--- src/core/pfcd_cfg.svh ---
// Purpose: constants for the parallel flash command host
// Assumes: word-wide unlock locations unless byte mode is selected
// Notes: all offsets, codes and timing counts live here
`ifndef PFCD_CFG_SVH
`define PFCD_CFG_SVH
`define PFCD_UNLOCK1_WORD 11'h555
`define PFCD_UNLOCK2_WORD 11'h2aa
`define PFCD_UNLOCK1_BYTE 12'haaa
`define PFCD_UNLOCK2_BYTE 12'h555
`define PFCD_DATA_UNLOCK1 8'haa
`define PFCD_DATA_UNLOCK2 8'h55
`define PFCD_CMD_RESET 8'hf0
`define PFCD_CMD_IDENT 8'h90
`define PFCD_CMD_PROGRAM 8'ha0
`define PFCD_CMD_ERASE_SETUP 8'h80
`define PFCD_CMD_CHIP_ERASE 8'h10
`define PFCD_CMD_SECTOR_ERASE 8'h30
`define PFCD_CYCLE_NS 25
`define PFCD_SETUP_NS 50
`define PFCD_STROBE_NS 75
`define PFCD_ACCESS_NS 100
`define PFCD_SETUP_CYC (((`PFCD_SETUP_NS) + (`PFCD_CYCLE_NS) - 1) / (`PFCD_CYCLE_NS))
`define PFCD_STROBE_CYC (((`PFCD_STROBE_NS) + (`PFCD_CYCLE_NS) - 1) / (`PFCD_CYCLE_NS))
`define PFCD_ACCESS_CYC (((`PFCD_ACCESS_NS) + (`PFCD_CYCLE_NS) - 1) / (`PFCD_CYCLE_NS))
`define PFCD_IDENT_MANUF 2'h0
`define PFCD_IDENT_DEVICE 2'h1
`endif

--- src/core/pfcd_pkg.sv ---
// Purpose: types for the parallel flash command host
// Assumes: constants come from pfcd_cfg.svh
// Notes: no constants here
package pfcd_pkg;
   typedef enum logic [2:0]
   {
      PFCD_OP_READ,
      PFCD_OP_RESET,
      PFCD_OP_IDENT,
      PFCD_OP_PROGRAM,
      PFCD_OP_CHIP_ERASE,
      PFCD_OP_SECTOR_ERASE
   } pfcd_op_t;
   typedef enum logic [2:0]
   {
      PFCD_ST_IDLE,
      PFCD_ST_SETUP,
      PFCD_ST_STROBE,
      PFCD_ST_HOLD,
      PFCD_ST_READ,
      PFCD_ST_POLL
   } pfcd_state_t;
endpackage : pfcd_pkg

--- src/core/pfcd_host.sv ---
// Purpose: host controller driving a parallel nor flash by its pins
// Assumes: one command at a time, pins sampled through two flops
// Notes: data bus split into input, output and output enable
// Functional notes
// - commands except reset open with two unlock writes
// - single f0 write resets to array read
// - unlock then 90 enters identifier mode
// - program is four writes ending with data
// - chip erase is six writes
// - sector erase sixth write at sector
// - read: select, gate low, strobe high
// - write: strobe, select low, gate high
// - identifier mode until reset command
// - toggle bit stops twice: done
`timescale 1ns/100ps
`default_nettype none
`include "pfcd_cfg.svh"
module pfcd_host #(
   parameter int ADDR_W = 19,
   parameter int POLL_MAX = 65535
) (
   input wire logic clk_in,
   input wire logic sys_rst_in,
   input wire logic clk_en_in,
   input wire logic byte_mode_in,
   input wire logic req_in,
   input wire logic [2:0] op_in,
   input wire logic [ADDR_W-1:0] addr_in,
   input wire logic [15:0] wdata_in,
   output logic busy_out,
   output logic done_out,
   output logic timeout_out,
   output logic [15:0] rdata_out,
   output logic chip_sel_n_out,
   output logic out_gate_n_out,
   output logic wr_strobe_n_out,
   output logic hw_reset_n_out,
   output logic [ADDR_W-1:0] flash_addr_out,
   output logic [15:0] flash_data_out,
   output logic flash_data_oe_out,
   input wire logic [15:0] flash_data_in
);
   if (ADDR_W < 12 || POLL_MAX < 2 || POLL_MAX > 131071)
   begin : g_bad_params
      $error("pfcd_host: unsupported parameters");
   end
   localparam logic [3:0] SETUP_CYC = 4'(`PFCD_SETUP_CYC);
   localparam logic [3:0] STROBE_CYC = 4'(`PFCD_STROBE_CYC);
   localparam logic [3:0] ACCESS_CYC = 4'(`PFCD_ACCESS_CYC);
   typedef struct packed {
      pfcd_pkg::pfcd_state_t st;
      pfcd_pkg::pfcd_op_t op;
      logic [2:0] step;
      logic [3:0] cnt;
      logic [16:0] poll;
      logic [1:0] stable;
      logic last_tog;
      logic [ADDR_W-1:0] uaddr;
      logic [15:0] udata;
      logic [15:0] sync1;
      logic [15:0] sync2;
      logic busy;
      logic done;
      logic tmo;
      logic [15:0] rdata;
      logic cs_n;
      logic og_n;
      logic we_n;
      logic rst_n;
      logic [ADDR_W-1:0] fa;
      logic [15:0] fd;
      logic oe;
   } pfcd_state_s_t;
   pfcd_state_s_t s_q;
   pfcd_state_s_t s_d;
   logic [ADDR_W-1:0] rom_addr;
   logic [15:0] rom_data;
   logic rom_last;
   function automatic logic pfcd_is_write_op(input pfcd_pkg::pfcd_op_t o);
      pfcd_is_write_op = (o != pfcd_pkg::PFCD_OP_READ);
   endfunction : pfcd_is_write_op
   function automatic logic pfcd_is_algo(input pfcd_pkg::pfcd_op_t o);
      pfcd_is_algo = (o == pfcd_pkg::PFCD_OP_PROGRAM) || (o == pfcd_pkg::PFCD_OP_CHIP_ERASE) ||
         (o == pfcd_pkg::PFCD_OP_SECTOR_ERASE);
   endfunction : pfcd_is_algo
   pfcd_seq_rom #(
      .ADDR_W(ADDR_W)
   ) u_rom (
      .clk_in(clk_in),
      .sys_rst_in(sys_rst_in),
      .clk_en_in(clk_en_in),
      .byte_mode_in(byte_mode_in),
      .op_in(s_q.op),
      .step_in(s_q.step),
      .user_addr_in(s_q.uaddr),
      .user_data_in(s_q.udata),
      .addr_out(rom_addr),
      .data_out(rom_data),
      .last_out(rom_last)
   );
   always_comb
   begin
      s_d = s_q;
      s_d.sync1 = flash_data_in;
      s_d.sync2 = s_q.sync1;
      s_d.done = 1'b0;
      s_d.rst_n = 1'b1;
      case (s_q.st)
         pfcd_pkg::PFCD_ST_IDLE:
         begin
            s_d.cs_n = 1'b1;
            s_d.og_n = 1'b1;
            s_d.we_n = 1'b1;
            s_d.oe = 1'b0;
            s_d.busy = 1'b0;
            if (req_in && op_in <= 3'h5)
            begin
               s_d.op = pfcd_pkg::pfcd_op_t'(op_in);
               s_d.uaddr = addr_in;
               s_d.udata = wdata_in;
               s_d.step = 3'h0;
               s_d.cnt = 4'h0;
               s_d.busy = 1'b1;
               s_d.tmo = 1'b0;
               s_d.st = (op_in == 3'h0) ? pfcd_pkg::PFCD_ST_READ : pfcd_pkg::PFCD_ST_SETUP;
               s_d.fa = addr_in;
            end
         end
         pfcd_pkg::PFCD_ST_SETUP:
         begin
            s_d.fa = rom_addr;
            s_d.fd = rom_data;
            s_d.oe = 1'b1;
            s_d.og_n = 1'b1;
            s_d.cs_n = 1'b0;
            s_d.cnt = s_q.cnt + 4'h1;
            if (s_q.cnt + 4'h1 >= SETUP_CYC + 4'h1) // extra cycle covers rom latency
            begin
               s_d.we_n = 1'b0;
               s_d.cnt = 4'h0;
               s_d.st = pfcd_pkg::PFCD_ST_STROBE;
            end
         end
         pfcd_pkg::PFCD_ST_STROBE:
         begin
            s_d.cnt = s_q.cnt + 4'h1;
            if (s_q.cnt + 4'h1 >= STROBE_CYC)
            begin
               s_d.we_n = 1'b1;
               s_d.cnt = 4'h0;
               s_d.st = pfcd_pkg::PFCD_ST_HOLD;
            end
         end
         pfcd_pkg::PFCD_ST_HOLD:
         begin
            s_d.cs_n = 1'b1;
            s_d.oe = 1'b0;
            s_d.step = s_q.step + 3'h1;
            s_d.st = pfcd_pkg::PFCD_ST_SETUP;
            if (rom_last)
            begin
               s_d.poll = 17'h00000;
               s_d.stable = 2'h0;
               if (pfcd_is_algo(s_q.op))
               begin
                  s_d.fa = s_q.uaddr;
                  s_d.st = pfcd_pkg::PFCD_ST_POLL;
               end
               else
               begin
                  s_d.done = 1'b1;
                  s_d.busy = 1'b0;
                  s_d.st = pfcd_pkg::PFCD_ST_IDLE;
               end
            end
         end
         pfcd_pkg::PFCD_ST_READ:
         begin
            s_d.oe = 1'b0;
            s_d.we_n = 1'b1;
            s_d.cs_n = 1'b0;
            s_d.og_n = 1'b0;
            s_d.cnt = s_q.cnt + 4'h1;
            if (s_q.cnt + 4'h1 >= ACCESS_CYC + 4'h2)
            begin
               s_d.rdata = s_q.sync2;
               s_d.cs_n = 1'b1;
               s_d.og_n = 1'b1;
               s_d.cnt = 4'h0;
               s_d.done = 1'b1;
               s_d.busy = 1'b0;
               s_d.st = pfcd_pkg::PFCD_ST_IDLE;
            end
         end
         pfcd_pkg::PFCD_ST_POLL:
         begin
            s_d.cs_n = 1'b0;
            s_d.og_n = 1'b0;
            s_d.oe = 1'b0;
            s_d.cnt = s_q.cnt + 4'h1;
            if (s_q.cnt + 4'h1 >= ACCESS_CYC + 4'h2)
            begin
               s_d.cnt = 4'h0;
               s_d.og_n = 1'b1;
               s_d.last_tog = s_q.sync2[6];
               s_d.poll = s_q.poll + 17'h00001;
               if (s_q.poll != 17'h00000 && s_q.sync2[6] == s_q.last_tog)
               begin
                  s_d.stable = s_q.stable + 2'h1;
               end
               else
               begin
                  s_d.stable = 2'h0;
               end
               if (s_q.poll != 17'h00000 && s_q.sync2[6] == s_q.last_tog && s_q.stable == 2'h1)
               begin
                  s_d.rdata = s_q.sync2;
                  s_d.cs_n = 1'b1;
                  s_d.done = 1'b1;
                  s_d.busy = 1'b0;
                  s_d.st = pfcd_pkg::PFCD_ST_IDLE;
               end
               else if (s_q.poll >= 17'(POLL_MAX))
               begin
                  s_d.tmo = 1'b1;
                  s_d.done = 1'b1;
                  s_d.busy = 1'b0;
                  s_d.cs_n = 1'b1;
                  s_d.st = pfcd_pkg::PFCD_ST_IDLE;
               end
            end
         end
         default:
         begin
            s_d.st = pfcd_pkg::PFCD_ST_IDLE;
         end
      endcase
      if (!pfcd_is_write_op(s_q.op) && s_q.st == pfcd_pkg::PFCD_ST_SETUP)
      begin
         s_d.st = pfcd_pkg::PFCD_ST_IDLE;
      end
   end
   always_ff @(posedge clk_in or posedge sys_rst_in)
   begin
      if (sys_rst_in)
      begin
         s_q <= '0;
         s_q.st <= pfcd_pkg::PFCD_ST_IDLE;
         s_q.op <= pfcd_pkg::PFCD_OP_READ;
         s_q.cs_n <= 1'b1;
         s_q.og_n <= 1'b1;
         s_q.we_n <= 1'b1;
         s_q.rst_n <= 1'b0;
      end
      else if (clk_en_in)
      begin
         s_q <= s_d;
      end
   end
   assign busy_out = s_q.busy;
   assign done_out = s_q.done;
   assign timeout_out = s_q.tmo;
   assign rdata_out = s_q.rdata;
   assign chip_sel_n_out = s_q.cs_n;
   assign out_gate_n_out = s_q.og_n;
   assign wr_strobe_n_out = s_q.we_n;
   assign hw_reset_n_out = s_q.rst_n;
   assign flash_addr_out = s_q.fa;
   assign flash_data_out = s_q.fd;
   assign flash_data_oe_out = s_q.oe;
endmodule : pfcd_host
`default_nettype wire

--- src/core/pfcd_seq_rom.sv ---
// Purpose: bus-cycle table of address and data for each command
// Assumes: step index counts the cycles of one command
// Notes: read data come out of a register
`timescale 1ns/100ps
`default_nettype none
`include "pfcd_cfg.svh"
module pfcd_seq_rom #(
   parameter int ADDR_W = 19
) (
   input wire logic clk_in,
   input wire logic sys_rst_in,
   input wire logic clk_en_in,
   input wire logic byte_mode_in,
   input wire pfcd_pkg::pfcd_op_t op_in,
   input wire logic [2:0] step_in,
   input wire logic [ADDR_W-1:0] user_addr_in,
   input wire logic [15:0] user_data_in,
   output logic [ADDR_W-1:0] addr_out,
   output logic [15:0] data_out,
   output logic last_out
);
   if (ADDR_W < 12)
   begin : g_bad_params
      $error("pfcd_seq_rom: unsupported parameters");
   end
   logic [ADDR_W-1:0] a1;
   logic [ADDR_W-1:0] a2;
   logic [ADDR_W-1:0] a_d;
   logic [15:0] d_d;
   logic l_d;
   always_comb
   begin
      a1 = byte_mode_in ? ADDR_W'(`PFCD_UNLOCK1_BYTE) : ADDR_W'(`PFCD_UNLOCK1_WORD);
      a2 = byte_mode_in ? ADDR_W'(`PFCD_UNLOCK2_BYTE) : ADDR_W'(`PFCD_UNLOCK2_WORD);
      a_d = a1;
      d_d = 16'h0000;
      l_d = 1'b0;
      case (step_in)
         3'h0, 3'h3:
         begin
            a_d = a1;
            d_d = {8'h00, `PFCD_DATA_UNLOCK1};
         end
         3'h1, 3'h4:
         begin
            a_d = a2;
            d_d = {8'h00, `PFCD_DATA_UNLOCK2};
         end
         3'h2:
         begin
            a_d = a1;
            case (op_in)
               pfcd_pkg::PFCD_OP_IDENT: d_d = {8'h00, `PFCD_CMD_IDENT};
               pfcd_pkg::PFCD_OP_PROGRAM: d_d = {8'h00, `PFCD_CMD_PROGRAM};
               default: d_d = {8'h00, `PFCD_CMD_ERASE_SETUP};
            endcase
            l_d = (op_in == pfcd_pkg::PFCD_OP_IDENT);
         end
         3'h5:
         begin
            if (op_in == pfcd_pkg::PFCD_OP_SECTOR_ERASE)
            begin
               a_d = user_addr_in;
               d_d = {8'h00, `PFCD_CMD_SECTOR_ERASE};
            end
            else
            begin
               a_d = a1;
               d_d = {8'h00, `PFCD_CMD_CHIP_ERASE};
            end
            l_d = 1'b1;
         end
         default:
         begin
            a_d = user_addr_in;
            d_d = user_data_in;
            l_d = 1'b1;
         end
      endcase
      if (op_in == pfcd_pkg::PFCD_OP_RESET)
      begin
         a_d = user_addr_in;
         d_d = {8'h00, `PFCD_CMD_RESET};
         l_d = 1'b1;
      end
      if (op_in == pfcd_pkg::PFCD_OP_PROGRAM && step_in == 3'h3)
      begin
         a_d = user_addr_in;
         d_d = user_data_in;
         l_d = 1'b1;
      end
   end
   always_ff @(posedge clk_in or posedge sys_rst_in)
   begin
      if (sys_rst_in)
      begin
         addr_out <= '0;
         data_out <= 16'h0000;
         last_out <= 1'b0;
      end
      else if (clk_en_in)
      begin
         addr_out <= a_d;
         data_out <= d_d;
         last_out <= l_d;
      end
   end
endmodule : pfcd_seq_rom
`default_nettype wire

--- config.mk ---
export PLATFORM = sky130hd
export DESIGN_NAME = pfcd_host
export DESIGN_NICKNAME = d
export VERILOG_FILES = /design/src/core/pfcd_pkg.sv /design/src/core/pfcd_host.sv /design/src/core/pfcd_seq_rom.sv
export VERILOG_INCLUDE_DIRS = /design/src /design/src/core
export SDC_FILE = /design/constraint.sdc
export NUM_CORES = 1
export LEC_CHECK = 0
export ABC_AREA = 1
export BUFFER_PORTS_ARGS = -buffer_cell sky130_fd_sc_hd__buf_4
export CORE_MARGIN = 2
export CORE_UTILIZATION = 58
export DETAILED_ROUTE_END_ITERATION = 10
export GPL_TIMING_DRIVEN = 0
export PLACE_DENSITY_LB_ADDON = 0.05
export SETUP_SLACK_MARGIN = 0.2
export SYNTH_ARGS = -nofsm -noshare
export SYNTH_HDL_FRONTEND = slang
export SYNTH_HIERARCHICAL = 1
export SYNTH_SLANG_ARGS = --single-unit
--- constraint.sdc ---
create_clock -name clk_in -period 7.5 [get_ports clk_in]
set_clock_uncertainty 0.15 [all_clocks]
set_input_delay 1.125 -clock clk_in [delete_from_list [all_inputs] [get_ports clk_in]]
set_output_delay 1.125 -clock clk_in [all_outputs]
set_load 0.03 [all_outputs]
Word-level counts from Yosys, hierarchy flattened

Cells that the tools add are included.

Add/sub/neg operators: 4
$lt $le $gt $ge: 4
Equal/unequal tests: 35
Mux-type cells: 61
Reductions and logical operators: 48

Operator list:

| kind                                                                     | number |
|---|---|
| 19-bit 2-to-1 mux                                                        | 7 |
| 19-bit one-hot mux with 3 select lines                                   | 2 |
| 16-bit one-hot mux with 4 select lines                                   | 1 |
| 16-bit 2-to-1 mux                                                        | 3 |
| 19-bit one-hot mux with 2 select lines                                   | 1 |
| 3-bit 2-to-1 mux                                                         | 11 |
| 16-bit one-hot mux with 2 select lines                                   | 1 |
| 24-bit 2-to-1 mux                                                        | 1 |
| 21-bit 2-to-1 mux                                                        | 1 |
| 2-bit != test (second input constant)                                    | 10 |
| 3-bit by 2-bit equality test with 1-bit output (second input constant)   | 6 |
| 3-bit equality test (second input constant)                              | 6 |
| 18-bit 2-to-1 mux                                                        | 1 |
| 3-bit one-hot mux with 6 select lines                                    | 1 |
| 17-bit by 1-bit adder with 17-bit output (second input constant)         | 1 |
| 17-bit by 16-bit >= comparator with 1-bit output (second input constant) | 1 |
| 17-bit nonzero test                                                      | 1 |
| 4-bit one-hot mux with 4 select lines                                    | 1 |
| 3-bit != test (second input constant)                                    | 5 |
| 7-bit AND reduction                                                      | 2 |
| 13-bit 2-to-1 mux                                                        | 1 |
| 12-bit 2-to-1 mux                                                        | 1 |
| 6-bit one-hot mux with 2 select lines                                    | 1 |
| 3-bit AND reduction                                                      | 4 |
| 35 further kinds                                                         | 82 |

Register bits: 195
Input bits: 59
Output and inout bits: 59
Word-level logic and storage cells: 177

Longest topological paths before layout

Gate-level depths: netlist (run 1).

Word-level depth: 7
Mapped depth: 14
Mapped depth without buffers: 13

Cells and area by module

Netlist (run 1), hierarchy kept.

Modules (own cells, without submodules):

| module       | instances | cells each | area each (um^2) | seq. area each (um^2) |
|---|---|---|---|---|
| pfcd_host    | 1         | 893        | 7626.1           | 3982.6 |
| pfcd_seq_rom | 1         | 277        | 1979.4           | 900.9 |

Worst setup path after synthesis (run 1)

No wires, ideal clock.

Kind: input -> register
From: input port clk_en_in
To: register s_q, in the netlist flash_data_out[0]
Setup time: 125 ps
Arrival: 2079 ps
Required time: 7225 ps
Path slack: 5146 ps
Cell stages on the path: 4
Buffers on the path: 2
Cells stage by stage: buf_2 -> nand2_1 -> buf_2 -> mux2_2

Cells in the longest elaborated chain, start to end: 1

RTL lines:

| item                                 | line            | text |
|---|---|---|
| start: declaration                   | pfcd_host.sv:24 | `input wire logic clk_en_in,` |
| 2-bit AND reduction (no source line) | --              |  |
| end: declaration                     | pfcd_host.sv:74 | `pfcd_state_s_t s_q;` |

Every way passes these cells.
A chain may end at the register's enable or synchronous reset.

Final worst setup path (run 1)

From: register s_q[129] in the netlist's numbering
To: register s_q[157] in the netlist's numbering

Cells in the longest elaborated chain, start to end: 7
Elaborated cells between the ends (all ways): 10
Those cells by class: 1 x order compare; 1 x eq/ne; 4 x mux; 4 x reduce/logical

RTL lines:

| item |
|---|
| parallel branches: the longest is 7 deep, another holds 17-bit by 16-bit >= comparator with 1-bit output |

Parallel ways; which one is timed is not known. The select of a mux whose other input is x is not followed.

==> results of run 1 <==
==> flip-flops by register name, indices dropped and copies added, names as in the netlist, 16 cells and up <==
name and flops:
u_rom/data_out 16, s_d 16, rdata_out 16, flash_data_out 16
u_rom/addr_out 19, s_q 84, flash_addr_out 19
==> path summary, 6_finish.rpt <==
| path | end | slack, ns | cells past startpoint |
|---|---|---|---|
| max in group asynchronous | wr_strobe_n_out$_DFFE_PP1P_ | 5.78 | 3 |
| min in group asynchronous | flash_data_out[7]$_DFFE_PP0P_ | 0.60 | 2 |
| min | s_q[99]$_DFFE_PP0P_ | 0.32 | 2 |
| max | s_q[157]$_DFFE_PP0P_ | 4.96 | 12 |
| max reg2reg | s_q[157]$_DFFE_PP0P_ | 4.96 | 12 |
| min reg2reg | s_q[99]$_DFFE_PP0P_ | 0.32 | 2 |
==> cells by family after synthesis <==
logic type	after synthesis	share of synthesized area, %
simple gates	537	23.2
xor+xnor	12	1.09
compound gates	187	10.6
mux	16	1.88
fa+ha+maj	8	1.04
buf+inv	215	11.3
flops	195	50.8
==> routing by layer <==
layer  part of all wire [%]  GRT usage (%)  up-vias
li1                       -              -     3987
met1                     43           35.5     3918
met2                     51           47.4      248
met3                    4.2           4.44       39
met4                    2.0           8.96        0
met5                      0              0        -
==> metrics by stage <==
step                      util (%)  worst slack (ns)  power [mW]
final                         69.6              4.96        3.90
after global routing          69.6              4.75        4.14
after CTS                     69.6              4.97        3.91
after detailed placement      65.8              4.60        2.92
after global placement        65.6           0.00179        2.89
after floorplan                  -              1.94        2.51
==> power groups by stage <==
stage / logic, mW / clock network (mW) / registers, mW
after floorplan: 0.974 / 0 / 1.54
after global placement: 1.33 / 0 / 1.56
after detailed placement: 1.36 / 0 / 1.57
after CTS: 1.38 / 0.983 / 1.56
after global routing: 1.52 / 1.03 / 1.60
final: 1.37 / 0.973 / 1.56
==> Yosys cell counts, drive strengths merged <==
master       count
a41oi            1
a21oi           45
nor3            13
nand2          346
dfstp            3
dfrtp          192
nand4            9
ha               8
and3             1
inv            118
o31ai            1
xnor2            1
nand3           61
o21ai          114
buf             76
mux2            16
nor4             2
xor2            11
nor3b            1
or2              3
o22ai            3
clkbuf          20
a221oi          19
nor2           100
a31oi            4
nand3b           1
dlygate4sd1      1
==> worst max-delay path, cell delays in order (launching register included) <==
cell     delay [ns]
dfrtp_1        0.42
ha_1           0.22
nand2_1        0.11
nor3_1         0.35
inv_1          0.07
nor4_1         0.27
ha_1           0.20
or2_2          0.10
nor2_1         0.06
nand3_1        0.19
nand3_1        0.15
nand2_1        0.09
nand2_1        0.05
==> layout make-up <==
cell class,instances,area (um2),area share [%]
buffer,97,637,5.57
clock buffer,20,457,4.00
clock inverter,11,176,1.54
inverter,118,453,3.96
multi-input combinational,760,3640,31.9
sequential,195,4880,42.7
tap,220,275,2.41
timing repair buffer,118,906,7.93
==> flow_metrics.py, run 1 <==
metrics = {
    "setup_path": {
        "path_class": "flip-flop to flip-flop",
        "start_kind": "flip-flop",
        "cp_max_fo": 5,
        "critPathRequiredTime_ns": 7.67,
        "crit_path_start": "s_q[129]$_DFFE_PP0P_",
        "arrival_ns": 2.72,
        "end_kind": "flip-flop",
        "r2r-start": "s_q[129]$_DFFE_PP0P_",
    },
    "routing": {
        "avgViaCountPerCell": 5.32,
        "route.detailed.drc": 0,
        "drt_iter0_markers": 647,
        "drt_pass1_iterations": 6,
        "wl_per_cell_um": 15.2,
        "dr_total_vias": 8192,
        "ant_nets": 0,
        "routed_wl_um": 23400,
    },
    "final_layout": {
        "fillerInstances": 1374,
        "final_cells": 1539,
        "layout_common_cells": "nand2_1 (339), dfrtp_1 (192), buf_4 (171), o21ai_0 (110), inv_1 (108)",
        "final_common_cell": "nand2_1",
        "design_area_um2": 11400,
        "fin_nets": 1374,
        "area_delta_synth_final_pct": 19.0,
        "antenna_cells": 0,
        "drive_gt1_share_pct": 20.5,
    },
    "sta": {
        "finalCriticalPeriod_ns": 2.54,
        "fmax_ghz": 0.394,
        "tns_ns": 0,
        "slew_violations": 0,
        "setup_violations": 0,
        "maxSlewHeadroom_pct": 42.4,
        "min_period_over_period_pct": 33.9,
        "rsz0062_at_grt": "false",
        "hold_viol_final": 0,
        "hold_ws_ns": 0.323,
        "tightest_slew_ns": 0.863,
    },
    "clocking": {
        "cts_resized": 0,
        "clockBufferDepth": 2,
        "path_clk_slew_ns": 0.07,
        "post_cts_buffers": 0,
        "cts_sinks": 195,
        "numCtsBuffers": 17,
        "cts_hold_buffers": 0,
        "cts-htree-levels": 4,
        "cts-root-buf": "clkbuf_16",
        "cts_tree": "yes",
        "clk_latency_ns": 0.43,
    },
    "placement": {
        "dpl_cell_area_um2": 10800,
        "place_congestion": 0.902,
        "dp_hpwl_um": 16100,
        "portBuffers": 117,
        "placedCellCount": 1508,
    },
    "hold_path": {
        "hold_path_startpoint": "s_q[99]$_DFFE_PP0P_",
        "hp-class": "flip-flop to flip-flop",
    },
    "yosys": {
        "yosysTopAreaCellShare_pct": 50.0,
        "synth.distinct_cells": 42,
        "syn_area_um2": 9610,
        "ys_warn_count": 6,
        "yosysTopAreaCell": "dfrtp_1",
        "yosysSeqAreaShare_pct": 50.8,
        "postSynthCellCount": 1170,
        "ys_top_cells_by_area": "dfrtp_1 (50%), nand2_1 (13%), o21ai_0 (5.7%)",
        "syn-mean-instance-area_um2": 8.21,
        "synth-seq-cells": 195,
        "synthesis.nets": 1237,
    },
    "power_and_ir_drop": {
        "p_leak_nw": 5.82,
        "power_frac_clock_pct": 24.9,
        "intPower_mw": 2.46,
        "share_comb_of_total_power_pct": 35.2,
        "swShare_pct": 36.9,
        "power_density_nw_per_um2": 342,
        "seqPwrFrac_pct": 39.9,
        "peakVddDrop_mv": 0.259,
        "power.switching_mw": 1.44,
    },
    "global_routing": {
        "antenna_found_initial": 0,
        "grt_use_total_pct": 27.4,
        "grt-ovfl-total": 0,
        "grt_pass1_vias": 7915,
        "grt_max_degree": 82,
        "grt_pass1_wl_um": 38500,
    },
    "die": {
        "core_area_um2": 16400,
        "die_area_um2": 17600,
        "start_util_pct": 58.5,
        "rows": 47,
        "dieWidth_um": 133,
        "die_h_um": 133,
        "io_pins": 118,
    },
    "outcome": {
        "status": "complete, no violations",
    },
    "job": {
        "maxCapViolCount": 0,
    },
}
(Power assumes the default switching activity.)
==> run 2: changes to the inputs <==
- CORE_UTILIZATION: 58 -> 53
- clock period: 7.5 -> 2.33 ns (I/O delays scaled with it)
==> run 2 against run 1 <==
Effect of this change:
- worst setup slack got worse by 4.8 ns
- combinational power increased to 3.4 times the previous value
- worst hold slack lost 0.31 ns
- sequential cell count did not move
- routed wire length grew 2.7%
- clock power increased to 3.0 times the previous value
- first-iteration DRC count down 23%
- sequential share of layout area is 2.7 points lower
- critical path type unchanged
==> flow_metrics.py, run 2 (synthesis results as in run 1) <==
metrics = {
    "die": {
        "dieWidth_um": 139,
        "start_util_pct": 53.7,
        "die_h_um": 139,
        "die_area_um2": 19200,
        "io_pins": 118,
        "core_area_um2": 17900,
        "rows": 49,
    },
    "sta": {
        "fmax_ghz": 0.466,
        "hold_ws_ns": 0.0137,
        "hold_viol_final": 0,
        "min_period_over_period_pct": 92.1,
        "tightest_slew_ns": 0.853,
        "slew_violations": 0,
        "rsz0062_at_grt": "true",
        "setup_violations": 0,
        "maxSlewHeadroom_pct": 43.0,
        "setup_ws_ns": 0.183,
        "finalCriticalPeriod_ns": 2.15,
    },
    "final_layout": {
        "drive_gt1_share_pct": 23.2,
        "layout_common_cells": "nand2_1 (328), buf_4 (188), dfrtp_1 (187), inv_1 (107), o21ai_0 (107)",
        "fin_nets": 1438,
        "antenna_cells": 0,
        "final_cells": 1613,
        "area_delta_synth_final_pct": 27.1,
        "final_common_cell": "nand2_1",
        "largest_reg_flops": 84,
        "top_register": "s_q",
    },
    "setup_path": {
        "path_class": "flip-flop to flip-flop",
        "cp_slowest_cell": "dfrtp_1",
        "end_kind": "flip-flop",
        "r2r_cells": 12,
        "cp.buffers_inverters": 1,
        "cp_max_fo": 5,
        "start_kind": "flip-flop",
        "r2r-end": "s_q[156]$_DFFE_PP0P_",
        "path_cells": "ha_4 > nand2_4 > nor3_4 > inv_2 > nor4_4 > ha_2 > or2_4 > nor2_4 > nand3_4 > nand3_4 > nand2_1 > nand2_1",
        "slowest_delay_ns": 0.43,
        "rrSetupSlack_ns": 0.18,
        "r2r-start": "s_q[129]$_DFFE_PP0P_",
        "cp.depth": 12,
        "arrival_ns": 2.32,
        "critPathRequiredTime_ns": 2.50,
        "cp_top_family": "simple AND/OR/NAND/NOR gates",
    },
    "clocking": {
        "clk_latency_ns": 0.43,
        "cts_sinks": 195,
        "cts_tree": "yes",
        "path_clk_slew_ns": 0.07,
        "clockBufferDepth": 2,
        "cts-root-buf": "clkbuf_16",
        "cts-htree-levels": 4,
        "numCtsBuffers": 17,
    },
    "hold_path": {
        "hold_end": "s_q[118]$_DFFE_PP0P_",
        "hold_depth": 3,
        "hold_path_startpoint": "addr_in[11]",
        "hp-class": "primary input to flip-flop",
    },
    "placement": {
        "placedCellCount": 1520,
        "portBuffers": 117,
        "place_congestion": 0.913,
        "dp_hpwl_um": 16600,
        "dp_slack_ns": -0.178,
    },
    "global_routing": {
        "grt-ovfl-total": 0,
        "grt_max_degree": 42,
        "grt_pass1_vias": 7991,
        "grt_pass1_wl_um": 39400,
        "grt_use_total_pct": 25.3,
        "antenna_found_initial": 0,
    },
    "outcome": {
        "status": "complete, no violations",
    },
    "routing": {
        "drt_pass1_iterations": 7,
        "route.detailed.drc": 0,
        "avgViaCountPerCell": 5.12,
        "drt_iter0_markers": 496,
        "ant_nets": 0,
        "wl_per_cell_um": 14.9,
        "dr_total_vias": 8265,
        "routed_wl_um": 24000,
    },
    "power_and_ir_drop": {
        "peakVddDrop_mv": 0.810,
        "power_mw": 12.6,
        "power_density_nw_per_um2": 1030,
        "p_leak_nw": 6.16,
    },
    "job": {
        "maxCapViolCount": 0,
    },
}
==> run 2: worst min-delay path: stages <==
cell	delay [ns]
buf_4	0.09
nand2_1	0.04
o21ai_0	0.07
==> run 2: area by class of cell <==
cell class,instances,area [um2]
fillers,1487,5690
flip-flops and latches,195,4890
multi-input cells,760,3790
repair buffers,182,1540
plain buffers,97,657
clock buffers,22,474
inverters,118,452
well taps,229,287
clock inverters,10,123
==> run 2: metrics by stage <==
stage | TNS, ns | instance area, um2 | utilization, %
after global routing | 0 | 12200 | 68.2
after floorplan | -28.38 | 9610 | -
after CTS | 0 | 12000 | 67.0
after detailed placement | -0.810 | 10900 | 60.6
after global placement | -203.09 | 10800 | 60.2
final | 0 | 12200 | 68.2
==> run 2: worst max-delay path by stage <==
stage | end | slack (ns) | startpoint
after CTS | done_out$_DFFE_PP0P_ | 0.21 | s_q[129]$_DFFE_PP0P_
after global routing | timeout_out$_DFFE_PP0P_ | 0.06 | s_q[129]$_DFFE_PP0P_
after global placement | s_q[140]$_DFFE_PP0P_ | -1.30 | sys_rst_in
after floorplan | busy_out$_DFFE_PP0P_ | -0.18 | sys_rst_in
final | s_q[156]$_DFFE_PP0P_ | 0.18 | s_q[129]$_DFFE_PP0P_
after detailed placement | s_q[158]$_DFFE_PP0P_ | -0.18 | s_q[129]$_DFFE_PP0P_
==> run 2: per-layer routing <==
metal  wire length [um]  track usage, %
met1              10700            32.8
met4                470            7.76
met3                778            3.42
met5                  0               0
met2              12100            44.6
==> run 2: repair_timing <==
action,CTS,global route
setup endpoints to repair,39,88
pin swaps,2,7
gates resized for setup,16,45
setup buffers,2,11
hold buffers,48,0
endpoints found under the hold margin,102,0
==> run 2: power by group <==
group | switching, mW | total, mW | internal [mW]
clock network | 1.29 | 2.96 | 1.68
registers | 0.655 | 5.01 | 4.36
logic | 2.79 | 4.65 | 1.86
total | 4.73 | 12.6 | 7.89
